## src/shared/ras_pkg.sv

```systemverilog
// constants and types for the return address stack
package ras_pkg;

  // stack geometry
  localparam int         PC_W      = 21;
  localparam int         PTR_W     = 5;
  localparam int         DEPTH     = 31;
  localparam logic [4:0] PTR_EMPTY = 5'h00;
  localparam logic [4:0] PTR_TOP   = 5'h1f;
  localparam logic [4:0] PTR_STEP  = 5'h01;

  // program space vectors and size
  localparam logic [20:0] RESET_VECTOR    = 21'h000000;
  localparam logic [20:0] HI_VECTOR       = 21'h000008;
  localparam logic [20:0] LO_VECTOR       = 21'h000018;
  localparam logic [20:0] UNDER_PC        = 21'h000000;
  localparam logic [20:0] PROG_IMPL_BYTES = 21'h008000;
  localparam logic [15:0] FETCH_BLANK     = 16'h0000;

  // register map, byte addresses
  localparam int         ADDR_W        = 8;
  localparam logic [7:0] STATUS_OFFSET = 8'h00;
  localparam logic [7:0] TOP_OFFSET    = 8'h04;

  // field positions
  localparam int FULL_BIT      = 7;
  localparam int UNDER_BIT     = 6;
  localparam int PTR_LSB       = 0;
  localparam int TOP_LOW_LSB   = 0;
  localparam int TOP_HIGH_LSB  = 8;
  localparam int TOP_UPPER_LSB = 16;
  localparam int TOP_UPPER_W   = 5;

  // values after reset
  localparam logic       FLAG_RESET   = 1'b0;
  localparam logic [7:0] SHADOW_RESET = 8'h00;

  // bus answers
  localparam logic [1:0] RESP_OKAY   = 2'h0;
  localparam logic [1:0] RESP_DECERR = 2'h3;

  // stack operations requested by the sequencer
  typedef enum logic [2:0] {
    OP_NONE   = 3'b000,
    OP_CALL   = 3'b001,
    OP_RETURN = 3'b010,
    OP_INT_HI = 3'b011,
    OP_INT_LO = 3'b100,
    OP_PUSH   = 3'b101,
    OP_POP    = 3'b110
  } op_t;

endpackage

```

## src/hw/return_address_stack.sv

```systemverilog
// return address stack with fast register shadow and axi4-lite access
`timescale 1ns/1ps

// Overview of operation
// fetches beyond implemented program memory return all zeros.
// reset loads pc with 0000h; interrupts vector to 0008h or 0018h.
// calls and interrupt acknowledges push; all return kinds pop.
// call and return leave the pc latch registers untouched.
// storage is 31 by 21 bits, 5-bit pointer, cleared by every reset; here reset empties only the pointer, entries keep their data.
// pointer zero has no entry; entries live at one to thirty-one.
// push increments pointer first, then writes pc to the new entry.
// pop moves the current entry to pc, then decrements the pointer.
// top entry bytes show the current entry; writes update it.
// pointer ranges 0 to 31, readable and writable by software.
// full flag sets on the thirty-first push without a pop.
// option set: 31st push stores, sets full, resets device, pointer 0.
// option clear: pointer stays 31; later pushes are discarded.
// pop at pointer zero gives pc zero, sets underflow, pointer stays.
// underflow resets the device only when the option is set.
// both flags survive all resets but power-on; software clears them.
// status has full bit 7, underflow bit 6, zero bit 5, pointer 4-0.
// explicit push stores pc in a new top without changing flow.
// explicit pop only decrements, leaving pc alone.
// interrupt vectoring captures status, working and bank registers.
// a fast return restores the shadow while popping.
// a fast call captures the shadow while pushing.
// option is static; device reset request is a one-cycle pulse.
module return_address_stack (
  input  wire logic                     aclk,
  input  wire logic                     aresetn,
  input  wire logic                     por_resetn,
  input  wire logic                     stack_reset_option,
  input  wire ras_pkg::op_t             op,
  input  wire logic                     op_fast,
  input  wire logic [20:0]              pc_in,
  input  wire logic [7:0]               status_in,
  input  wire logic [7:0]               working_register_in,
  input  wire logic [7:0]               bsr_in,
  output logic                          pc_load,
  output logic [20:0]                   pc_out,
  output logic                          restore_load,
  output logic [7:0]                    status_out,
  output logic [7:0]                    working_register_out,
  output logic [7:0]                    bsr_out,
  output logic                          stack_reset_req,
  input  wire logic                     fetch_req,
  input  wire logic [20:0]              fetch_addr,
  input  wire logic [15:0]              mem_rdata,
  output logic                          fetch_valid,
  output logic [15:0]                   fetch_data,
  input  wire logic                     awvalid,
  output logic                          awready,
  input  wire logic [ras_pkg::ADDR_W-1:0] awaddr,
  input  wire logic                     wvalid,
  output logic                          wready,
  input  wire logic [31:0]              wdata,
  input  wire logic [3:0]               wstrb,
  output logic                          bvalid,
  input  wire logic                     bready,
  output logic [1:0]                    bresp,
  input  wire logic                     arvalid,
  output logic                          arready,
  input  wire logic [ras_pkg::ADDR_W-1:0] araddr,
  output logic                          rvalid,
  input  wire logic                     rready,
  output logic [31:0]                   rdata,
  output logic [1:0]                    rresp
);

  // storage and pointer state
  logic [20:0] stack_mem [1:ras_pkg::DEPTH];
  logic [4:0]  pointer_value;
  logic        full_flag;
  logic        underflow_flag;
  // one-deep shadow of status, working and bank registers
  logic [7:0]  shadow_status;
  logic [7:0]  shadow_working_register;
  logic [7:0]  shadow_bsr;
  // write channel holding registers
  logic                        aw_have;
  logic                        w_have;
  logic [ras_pkg::ADDR_W-1:0]  awaddr_q;
  logic [31:0]                 wdata_q;
  logic [3:0]                  wstrb_q;
  // decoded operation terms
  logic        is_push;
  logic        is_pop;
  logic [4:0]  ptr_inc;
  logic [4:0]  ptr_dec;
  logic        push_ok;
  logic        push_fill;
  logic        pop_under;
  logic        pop_ok;
  logic        overflow_trip;
  logic        under_trip;
  logic        shadow_take;
  // software access terms
  logic        wr_go;
  logic        sw_status_write;
  logic        sw_top_write;
  logic        clear_full;
  logic        clear_under;
  logic [20:0] top_merged;
  logic [20:0] lane_mask;

  // entry behind a pointer; zero has nothing behind it
  function automatic logic [20:0] top_read(
    input logic [4:0] ptr
  );
    // no entry at zero
    return (ptr == ras_pkg::PTR_EMPTY) ? ras_pkg::UNDER_PC : stack_mem[ptr];
  endfunction

  // whole register word seen by a bus read
  function automatic logic [31:0] reg_read(
    input logic [ras_pkg::ADDR_W-1:0] addr
  );
    logic [31:0] word;
    word = 32'h00000000;
    if (addr == ras_pkg::TOP_OFFSET) begin
      word[20:0] = top_read(pointer_value);
    end else if (addr == ras_pkg::STATUS_OFFSET) begin
      // flags high, bit 5 zero
      word[ras_pkg::FULL_BIT]           = full_flag;
      word[ras_pkg::UNDER_BIT]          = underflow_flag;
      word[ras_pkg::PTR_LSB +: 5]       = pointer_value;
    end
    return word;
  endfunction

  // addresses that answer okay on the bus
  function automatic logic addr_mapped(
    input logic [ras_pkg::ADDR_W-1:0] addr
  );
    return (addr == ras_pkg::STATUS_OFFSET) || (addr == ras_pkg::TOP_OFFSET);
  endfunction

  // classify the sequencer request
  // calls and interrupts push
  assign is_push = (op == ras_pkg::OP_CALL)   ||
                   (op == ras_pkg::OP_INT_HI) ||
                   (op == ras_pkg::OP_INT_LO) ||
                   (op == ras_pkg::OP_PUSH);
  // every return kind pops
  assign is_pop  = (op == ras_pkg::OP_RETURN) ||
                   (op == ras_pkg::OP_POP);
  assign ptr_inc = pointer_value + ras_pkg::PTR_STEP;
  assign ptr_dec = pointer_value - ras_pkg::PTR_STEP;
  // at 31 a push is dropped
  assign push_ok   = is_push && (pointer_value != ras_pkg::PTR_TOP);
  // this push fills the stack
  assign push_fill = push_ok && (ptr_inc == ras_pkg::PTR_TOP);
  // pop with nothing stacked
  assign pop_under = is_pop && (pointer_value == ras_pkg::PTR_EMPTY);
  assign pop_ok    = is_pop && !pop_under;
  // reset only with option
  assign overflow_trip = push_fill && stack_reset_option;
  assign under_trip    = pop_under && stack_reset_option;
  // interrupt entry captures
  assign shadow_take = (op == ras_pkg::OP_INT_HI) ||
                       (op == ras_pkg::OP_INT_LO) ||
                       ((op == ras_pkg::OP_CALL) && op_fast);
  // a register write fires once address and data are both held
  assign wr_go = aw_have && w_have && !bvalid;
  assign sw_status_write = wr_go && wstrb_q[0] &&
                           (awaddr_q == ras_pkg::STATUS_OFFSET);
  // top writes yield to a stack operation in the same cycle
  assign sw_top_write    = wr_go && (op == ras_pkg::OP_NONE) &&
                           (awaddr_q == ras_pkg::TOP_OFFSET) &&
                           (pointer_value != ras_pkg::PTR_EMPTY);
  // flags only clear when a zero is written to them
  assign clear_full  = sw_status_write && !wdata_q[ras_pkg::FULL_BIT];
  assign clear_under = sw_status_write && !wdata_q[ras_pkg::UNDER_BIT];

  // byte lanes merged into the current entry; one strobe per lane
  assign lane_mask = {{ras_pkg::TOP_UPPER_W{wstrb_q[2]}},
                      {8{wstrb_q[1]}}, {8{wstrb_q[0]}}};
  always_comb begin
    top_merged = (top_read(pointer_value) & ~lane_mask) |
                 (wdata_q[20:0] & lane_mask);
  end

  // stack pointer
  always_ff @(posedge aclk) begin
    // any reset empties it
    if (!aresetn || !por_resetn) begin
      pointer_value <= ras_pkg::PTR_EMPTY;
    // full push with option
    end else if (overflow_trip) begin
      pointer_value <= ras_pkg::PTR_EMPTY;
    // increment before write
    end else if (push_ok) begin
      pointer_value <= ptr_inc;
    // pop just decrements
    end else if (pop_ok) begin
      pointer_value <= ptr_dec;
    // software sets pointer; a stack op wins
    end else if (sw_status_write && !is_push && !is_pop) begin
      pointer_value <= wdata_q[ras_pkg::PTR_LSB +: 5];
    end
  end

  // entry storage; data only, so it carries no reset
  always_ff @(posedge aclk) begin
    // write at new pointer
    if (push_ok) begin
      stack_mem[ptr_inc] <= pc_in;
    // software edits top
    end else if (sw_top_write) begin
      stack_mem[pointer_value] <= top_merged;
    end
  end

  // full flag, kept across every reset but power-on
  always_ff @(posedge aclk) begin
    // only power-on clears
    if (!por_resetn) begin
      full_flag <= ras_pkg::FLAG_RESET;
    // set beats a clear
    end else if (push_fill) begin
      full_flag <= 1'b1;
    end else if (clear_full) begin
      full_flag <= 1'b0;
    end
  end

  // underflow flag, same lifetime as the full flag
  always_ff @(posedge aclk) begin
    // only power-on clears
    if (!por_resetn) begin
      underflow_flag <= ras_pkg::FLAG_RESET;
    // set beats a clear
    end else if (pop_under) begin
      underflow_flag <= 1'b1;
    end else if (clear_under) begin
      underflow_flag <= 1'b0;
    end
  end

  // program counter load toward the sequencer
  // latches are not ours: only pc itself is ever driven here
  // latches left alone
  always_ff @(posedge aclk) begin
    // reset vector
    if (!aresetn) begin
      pc_load <= 1'b1;
      pc_out  <= ras_pkg::RESET_VECTOR;
    end else begin
      // push keeps flow
      pc_load <= 1'b0;
      unique case (op)
        // entry out before decrement
        ras_pkg::OP_RETURN: begin
          pc_load <= 1'b1;
          // underflow returns zero
          pc_out  <= top_read(pointer_value);
        end
        // fixed interrupt vectors
        ras_pkg::OP_INT_HI: begin
          pc_load <= 1'b1;
          pc_out  <= ras_pkg::HI_VECTOR;
        end
        ras_pkg::OP_INT_LO: begin
          pc_load <= 1'b1;
          pc_out  <= ras_pkg::LO_VECTOR;
        end
        default: pc_load <= 1'b0;
      endcase
    end
  end

  // shadow capture; a later capture simply overwrites
  always_ff @(posedge aclk) begin
    if (!aresetn) begin
      shadow_status <= ras_pkg::SHADOW_RESET;
      shadow_working_register   <= ras_pkg::SHADOW_RESET;
      shadow_bsr    <= ras_pkg::SHADOW_RESET;
    // fast call or interrupt
    end else if (shadow_take) begin
      shadow_status <= status_in;
      shadow_working_register   <= working_register_in;
      shadow_bsr    <= bsr_in;
    end
  end

  // shadow restore on a fast return
  always_ff @(posedge aclk) begin
    if (!aresetn) begin
      restore_load <= 1'b0;
      status_out   <= ras_pkg::SHADOW_RESET;
      working_register_out     <= ras_pkg::SHADOW_RESET;
      bsr_out      <= ras_pkg::SHADOW_RESET;
    end else begin
      // restore with the pop
      restore_load <= (op == ras_pkg::OP_RETURN) && op_fast;
      status_out   <= shadow_status;
      working_register_out     <= shadow_working_register;
      bsr_out      <= shadow_bsr;
    end
  end

  // device reset request; the reset itself clears this too
  always_ff @(posedge aclk) begin
    if (!aresetn) begin
      stack_reset_req <= 1'b0;
    end else begin
      // one-cycle request
      stack_reset_req <= overflow_trip || under_trip;
    end
  end

  // instruction fetch filter, one cycle behind the request
  always_ff @(posedge aclk) begin
    if (!aresetn) begin
      fetch_valid <= 1'b0;
      fetch_data  <= ras_pkg::FETCH_BLANK;
    end else begin
      fetch_valid <= fetch_req;
      // unimplemented reads zero
      if (fetch_addr < ras_pkg::PROG_IMPL_BYTES) begin
        fetch_data <= mem_rdata;
      end else begin
        fetch_data <= ras_pkg::FETCH_BLANK;
      end
    end
  end

  // write address channel; ready drops until the response is taken
  always_ff @(posedge aclk) begin
    if (!aresetn) begin
      awready  <= 1'b1;
      aw_have  <= 1'b0;
      awaddr_q <= '0;
    end else if (awvalid && awready) begin
      awready  <= 1'b0;
      aw_have  <= 1'b1;
      awaddr_q <= awaddr;
    end else if (wr_go) begin
      aw_have <= 1'b0;
    end else if (bvalid && bready) begin
      awready <= 1'b1;
    end
  end

  // write data channel, taken in either order against the address
  always_ff @(posedge aclk) begin
    if (!aresetn) begin
      wready  <= 1'b1;
      w_have  <= 1'b0;
      wdata_q <= 32'h00000000;
      wstrb_q <= 4'h0;
    end else if (wvalid && wready) begin
      wready  <= 1'b0;
      w_have  <= 1'b1;
      wdata_q <= wdata;
      wstrb_q <= wstrb;
    end else if (wr_go) begin
      w_have <= 1'b0;
    end else if (bvalid && bready) begin
      wready <= 1'b1;
    end
  end

  // write response; unmapped addresses answer decode error
  always_ff @(posedge aclk) begin
    if (!aresetn) begin
      bvalid <= 1'b0;
      bresp  <= ras_pkg::RESP_OKAY;
    end else if (wr_go) begin
      bvalid <= 1'b1;
      bresp  <= addr_mapped(awaddr_q) ? ras_pkg::RESP_OKAY :
                                        ras_pkg::RESP_DECERR;
    end else if (bready) begin
      bvalid <= 1'b0;
    end
  end

  // read channel; data sampled at the address handshake
  always_ff @(posedge aclk) begin
    if (!aresetn) begin
      arready <= 1'b1;
      rvalid  <= 1'b0;
      rdata   <= 32'h00000000;
      rresp   <= ras_pkg::RESP_OKAY;
    end else if (arvalid && arready) begin
      arready <= 1'b0;
      rvalid  <= 1'b1;
      // status layout on read; unmapped reads zero
      rdata   <= reg_read(araddr);
      rresp   <= addr_mapped(araddr) ? ras_pkg::RESP_OKAY :
                                       ras_pkg::RESP_DECERR;
    end else if (rvalid && rready) begin
      rvalid  <= 1'b0;
      arready <= 1'b1;
    end
  end

endmodule

```

## config.mk

```make
export PLATFORM = sky130hd
export DESIGN_NAME = return_address_stack
export DESIGN_NICKNAME = d
export VERILOG_FILES = /design/src/shared/ras_pkg.sv /design/src/hw/return_address_stack.sv
export SDC_FILE = /design/constraint.sdc
export NUM_CORES = 1
export LEC_CHECK = 0
export BUFFER_PORTS_ARGS = -buffer_cell sky130_fd_sc_hd__buf_2
export CAP_MARGIN = 15
export CORE_ASPECT_RATIO = 0.75
export CORE_MARGIN = 10
export CORE_UTILIZATION = 54
export DETAILED_ROUTE_END_ITERATION = 7
export GPL_ROUTABILITY_DRIVEN = 0
export MAX_ROUTING_LAYER = met4
export PLACE_DENSITY = 0.79
export SLEW_MARGIN = 30
export SYNTH_ARGS = -nofsm -noshare
export SYNTH_HDL_FRONTEND = slang
export SYNTH_SLANG_ARGS = --single-unit
```

## constraint.sdc

```tcl
create_clock -name aclk -period 4 [get_ports aclk]
set_clock_uncertainty 0.15 [all_clocks]
set_input_delay 0.2 -clock aclk [delete_from_list [all_inputs] [get_ports aclk]]
set_output_delay 0.2 -clock aclk [all_outputs]
set_load 0.1 [all_outputs]
```

=== Word-level counts from Yosys, hierarchy flattened ===
Memory sizes are Yosys's and may differ from the RTL's. A register that Yosys moved wholly into a read port is not among the register bits.
Cells that the tools add are included.

* $lt $le $gt $ge: 1
* Muxes and demuxes: 41
* Add/subtract/negate cells: 2
* Reduce and logical (&&, ||, !) cells: 63
* Bitwise logic cells: 4
* Equal/unequal tests: 12

{| class="wikitable"
|+ Operator list
! kind !! count
|-
| 21-bit one-hot mux with 3 select lines || 1
|-
| 21-bit bitwise AND || 2
|-
| 21-bit 2-to-1 mux || 2
|-
| 5-bit 2-to-1 mux || 8
|-
| 1-bit 2-to-1 mux || 25
|-
| 1-bit logical AND || 24
|-
| 21-bit by 16-bit < comparator with 1-bit output (second input constant) || 1
|-
| 21-bit NOT || 1
|-
| 21-bit bitwise OR || 1
|-
| 21-bit OR reduction || 1
|-
| 8-bit by 3-bit equality test with 1-bit output (second input constant) || 2
|-
| 8-bit zero test || 2
|-
| 2-bit nonzero test || 8
|-
| 13-bit 2-to-1 mux || 1
|-
| 1-bit logical OR || 10
|-
| 3-bit equality test (second input constant) || 3
|-
| 1-bit zero test || 8
|-
| 2-bit 2-to-1 mux || 4
|-
| 3-bit by 2-bit equality test with 1-bit output (second input constant) || 2
|-
| 2-bit AND reduction || 3
|-
| 3-bit nonzero test || 2
|-
| 5-bit by 1-bit adder with 5-bit output (second input constant) || 1
|-
| 5-bit equality test (second input constant) || 1
|-
| 5-bit zero test || 1
|-
| other kinds (8) || 9
|}

* Logic and storage cells: 152
* Memory bits (writable): 651
* Bits in registers: 160
* Memories kept: 1
* Output and inout port bits: 106

{| class="wikitable"
|+ Memory list
! name !! words !! bits a word !! read ports !! clocked after memory_dff !! write ports !! line !! text
|-
| stack_mem || 31 || 21 || 1 || 1 || 1 || return_address_stack.sv:71 || <nowiki>logic [20:0] stack_mem [1:ras_pkg::DEPTH];</nowiki>
|}

=== Logic depth before layout (Yosys ltp) ===
* Depth in word-level cells: 12
* Depth in mapped cells: 11

=== Least setup slack after synthesis ===
Ideal clock, no wire load.

* Kind: register to register
* Start: register pointer_value[0]
* End: memory stack_mem[10][6] (data pin)
* Cell stages (with the launch flop): 11
* Data arrival time: 3219 ps
* Setup slack: 184 ps
* Required time: 3404 ps
* Cell sequence: dfxtp_1 clkbuf_1 inv_1 ha_1 nor4b_4 nor2_1 and3_1 buf_2 buf_2 nand2_1 o21ai_0

* Word-level cells in the longest chain between the ends: 7
* Elaborated cells between the ends (all ways): 13

{| class="wikitable"
|+ Ends and longest elaborated chain
! element !! line !! text
|-
| start: declaration || return_address_stack.sv:72 || <nowiki>logic [4:0] pointer_value;</nowiki>
|-
| start signal: assignment || return_address_stack.sv:187 || <nowiki>pointer_value <= ras_pkg::PTR_EMPTY;</nowiki>
|-
| start signal: assignment || return_address_stack.sv:190 || <nowiki>pointer_value <= ras_pkg::PTR_EMPTY;</nowiki>
|-
| start signal: assignment || return_address_stack.sv:193 || <nowiki>pointer_value <= ptr_inc;</nowiki>
|-
| 5-bit nonzero test || return_address_stack.sv:170 || <nowiki>(pointer_value != ras_pkg::PTR_EMPTY);</nowiki>
|-
| 1-bit logical AND || return_address_stack.sv:169 || <nowiki>(awaddr_q == ras_pkg::TOP_OFFSET) &&</nowiki>
|-
| 1-bit 2-to-1 mux || return_address_stack.sv:209 || <nowiki>end else if (sw_top_write) begin</nowiki>
|-
| 1-bit 2-to-1 mux || return_address_stack.sv:206 || <nowiki>if (push_ok) begin</nowiki>
|-
| 1-bit 2-to-1 mux (implied by the code) || return_address_stack.sv:210 || <nowiki>stack_mem[pointer_value] <= top_merged;</nowiki>
|-
| 21-bit OR reduction (no source line) || -- ||
|-
| 21-bit 2-to-1 mux (no source line) * || -- ||
|-
| end: declaration || return_address_stack.sv:71 ||
|}

Every way passes the cells marked *; elsewhere a longest branch is shown, timed or not.

=== Worst setup path after layout ===
* Start: register pointer_value[0]
* End: memory stack_mem[10][2], enable pin

* Word-level cells in the longest chain between the ends: 7
* Elaborated cells between the ends (all ways): 13

{| class="wikitable"
|+ Ends and longest elaborated chain
! element !! line
|-
| 5-bit nonzero test || return_address_stack.sv:170
|-
| 1-bit logical AND || return_address_stack.sv:169
|-
| 1-bit 2-to-1 mux || return_address_stack.sv:209
|-
| 1-bit 2-to-1 mux || return_address_stack.sv:206
|-
| 1-bit 2-to-1 mux (implied by the code) || return_address_stack.sv:210
|-
| 21-bit OR reduction (no source line) || --
|-
| 5-bit 2-to-1 mux (no source line) / 1-bit 2-to-1 mux (equally long branches) || --
|}

Several ways; a longest one is shown, not always the timed one.

==> run_results.csv <==
group,metric,value,unit
clocking,path_clk_slew,0.07,ns
clocking,root_buffer,"clkbuf_16",
floorplan,die_w,299,um
timing,slew_violations,0,
timing,rsz0062_at_grt,"no",
detailed_routing,drt_wl_total,86700,um
power,p_leak,0.0128,uW
critical_path,crit_fanout,21,
run,cap_violations,0,
floorplan,start_util,54.6,%
floorplan,num_rows,76,
global_route,antenna_found_initial,10,
synthesis,synth_area,31400,um^2
synthesis,synth-adder-area-share,0.159,%
cells_and_area,area_growth,18.9,%
power,power_frac_clock,38.8,%
power,p_comb_share,8.4,%
floorplan,die_h,229,um
floorplan,ioPinCount,254,
synthesis,synth.area.mux_share,13.9,%
global_route,grt_pass1_vias,19832,
critical_path,ff2ff_path_depth,9,
critical_path,arrival,3.79,ns
detailed_routing,via_per_inst,6.33,
synthesis,synthCells,1852,
global_route,overflow,0,
critical_path,reg2reg_slack,0.30,ns
global_route,grt_usage,25.5,%
synthesis,synthArstFlopShare,0,%
timing,final.setup.tns,0,ns
clocking,cts_sinks,814,
floorplan,core,57500,um^2
placement,dp_hpwl,51200,um
power,p_int,13600,uW
detailed_routing,firstDrtPassIters,8,
critical_path,crit_path_end_kind,"flop",
critical_path,rr_startpoint,"pointer_value[0]$_SDFFE_PP0N_",
synthesis,yosysWarnings,0,
clocking,max-clock-path-buffers,3,
timing,tightest_slew,0.997,ns
timing,setup_violations,0,
synthesis,synth_compound_area_share,5.55,%
timing,finalCritPeriodShare,92.6,%
timing,timing.hold.ws,0.0397,ns
power,p_per_area,475,nW/um^2
critical_path,worst_setup_path_start_kind,"flop",
run_status,status,"finished clean",
global_route,grt_max_degree,68,
power,irDropWorstVdd,0.000349,V
critical_path,r2r-end,"stack_mem[10][2]$_DFFE_PP_",
power,finalPower,17700,uW
synthesis,synth_edf_count,651,
timing,hold_viol_final,0,
synthesis,yosys.area_share.simple,5.44,%
timing,period_needed,3.70,ns
synthesis,synth-seq-cells,814,
clocking,post_cts_resized,0,
synthesis,synthFlopType,"edfxtp_1",
power,power_frac_seq,52.8,%
critical_path,worstSetupPathType,"reg2reg",
detailed_routing,drcViolationCount,0,
clocking,clk_latency,0.60,ns
synthesis,yosysSeqAreaShare,72.6,%
detailed_routing,antenna_left,0,
worst_hold_path,hold_end,"rdata[0]$_SDFFE_PN0P_",
synthesis,synth-xor-area-share,0.139,%
critical_path,worst_ep_required_time,4.09,ns
synthesis,synth.distinct_cells,64,
detailed_routing,wl_per_cell,28.1,um
cells_and_area,drive_gt1_share,28.2,%
worst_hold_path,hp-class,"in2reg",
detailed_routing,drtIter0Drc,2450,
detailed_routing,vias,19574,
synthesis,synth_top_family_by_area,"multiplexers",
clocking,numCtsBuffers,72,
clocking,cts_tree,"done",
synthesis,synth_area_per_cell,17.0,um^2
worst_hold_path,hp-start,"araddr[3]",
power,p_switching,4120,uW
clocking,htree_levels,3,
timing,relSlewSlack,33.4,%
global_route,grt_pass1_wl,128000,um
worst_hold_path,hold_path_depth,6,
floorplan,die_area,68300,um^2
cells_and_area,nNetsFinal,2394,
power,swShare,23.2,%
timing,fmax,270,MHz
placement,port_buffers,215,
cells_and_area,finish.utilization,64.9,%
[routing by layer]
| layer | global-route usage (%) | vias up | part of all wire, % |
|---|---|---|---|
| li1 | - | 8025 | - |
| met1 | 32.2 | 9935 | 36 |
| met2 | 40.5 | 1331 | 50 |
| met3 | 5.20 | 283 | 10 |
| met4 | 9.68 | 0 | 3.9 |
| met5 | - | - | 0 |
[sequential cells by signal, indices dropped and copies added (netlist names), 3 cells and up, named ones only]
name	cells
rdata	21
wstrb_q	3
pointer_value	5
bsr_out	8
shadow_bsr	8
shadow_working_register	8
shadow_status	8
fetch_data	16
wdata_q	21
awaddr_q	8
stack_mem	651
working_register_out	8
pc_out	21
status_out	8
[worst max-delay path by stage]
stage	start	to	slack (ns)	depth (start not counted)
after floorplan	pointer_value[0]$_SDFFE_PP0N_	stack_mem[10][6]$_DFFE_PP_	0.18	10
final	pointer_value[0]$_SDFFE_PP0N_	stack_mem[10][2]$_DFFE_PP_	0.30	9
after CTS	pointer_value[0]$_SDFFE_PP0N_	stack_mem[2][19]$_DFFE_PP_	0.21	7
after global placement	pointer_value[0]$_SDFFE_PP0N_	stack_mem[24][13]$_DFFE_PP_	0.50	7
after detailed placement	pointer_value[0]$_SDFFE_PP0N_	stack_mem[27][19]$_DFFE_PP_	0.22	7
after global routing	pointer_value[0]$_SDFFE_PP0N_	stack_mem[10][2]$_DFFE_PP_	0.23	9
[per-stage QoR]
step | instance area (um^2) | cells | setup slack, ns
2_1_floorplan | 31500 | 1862 | 0.184
3_3_place_gp | 33800 | 2833 | 0.498
3_5_place_dp | 33800 | 2833 | 0.225
4_1_cts | 37300 | 3078 | 0.207
5_1_grt | 37300 | 3088 | 0.228
6_report | 37300 | 3090 | 0.295
[worst max-delay path, cell delays in order (launching register included)]
cell,delay (ns)
dfxtp_1,0.52
inv_1,0.23
ha_1,0.32
nor4b_4,0.16
nor2_1,0.25
and3_1,0.47
a21oi_1,0.17
a211o_1,0.45
nor2_2,0.19
buf_4,0.42
[power by group through the flow]
stage	logic [uW]	registers [uW]	clock network, uW
finish	1490	9360	6880
global route	1560	9360	7250
CTS	1450	9350	6880
detailed placement	1360	9530	0
global placement	1320	9520	0
floorplan	758	9660	0
[cell families after synthesis]
family          Yosys count
xor+xnor                  5
buf+inv                 131
other cells               1
simple gates            359
compound gates          274
flops                   814
fa+ha+maj                 4
mux                     264
[layout make-up]
type | instances | area (um^2)
clock buffers | 95 | 1980
multi-input cells | 917 | 8160
fillers | 3671 | 20200
clock inverters | 35 | 315
repair buffers | 424 | 3010
flip-flops and latches | 814 | 22800
well taps | 780 | 976
inverters | 13 | 48.8
diodes | 12 | 30.0
[synth_stat cells, types with 4 or more instances]
| cell type | instances | share of area, % |
|---|---|---|
| a221oi_2 | 9 | 0.43 |
| dfxtp_1 | 163 | 10 |
| buf_2 | 24 | 0.38 |
| nand2_1 | 118 | 1.4 |
| nor4_1 | 4 | 0.080 |
| ha_1 | 4 | 0.16 |
| mux4_2 | 135 | 9.7 |
| buf_6 | 8 | 0.29 |
| nor2b_1 | 9 | 0.18 |
| mux2i_1 | 105 | 3.3 |
| o21ai_0 | 36 | 0.57 |
| nor3_1 | 16 | 0.25 |
| mux2_2 | 24 | 0.86 |
| o21ai_1 | 34 | 0.54 |
| nor2_1 | 105 | 1.3 |
| nand4_1 | 4 | 0.080 |
| buf_1 | 7 | 0.084 |
| and3_1 | 23 | 0.46 |
| nand3_1 | 8 | 0.13 |
| a22oi_1 | 12 | 0.29 |
| clkbuf_1 | 55 | 0.66 |
| inv_1 | 13 | 0.16 |
| a21oi_1 | 76 | 1.2 |
| and2_1 | 48 | 0.96 |
| edfxtp_1 | 651 | 62 |
| nand2b_1 | 6 | 0.12 |
| o22ai_1 | 37 | 0.74 |
| a22o_1 | 5 | 0.14 |
| o211ai_1 | 5 | 0.12 |
| a211oi_1 | 37 | 0.88 |
| buf_4 | 22 | 0.53 |
[layout by cell type (no fill, tap or decap), types with 16 or more instances in the layout]
master / n
and2_1: 47
mux2i_1: 105
a21oi_1: 76
buf_2: 215
o21ai_0: 24
nor3_1: 16
nand2_1: 118
dlygate4sd3_1: 115
and3_1: 23
o22ai_1: 36
o21ai_1: 27
a211oi_1: 37
nor2_2: 29
dfxtp_1: 160
edfxtp_1: 651
clkbuf_16: 75
buf_4: 88
nor2_1: 76
mux4_2: 135
mux2_2: 24
[what timing repair did]
action,in CTS,in global routing
hold buffers,115,0
endpoints found under the setup margin,0,0
buffers inserted,0,0
endpoints found under the hold margin,103,0
Note: power is estimated with default switching activity, not from simulation.
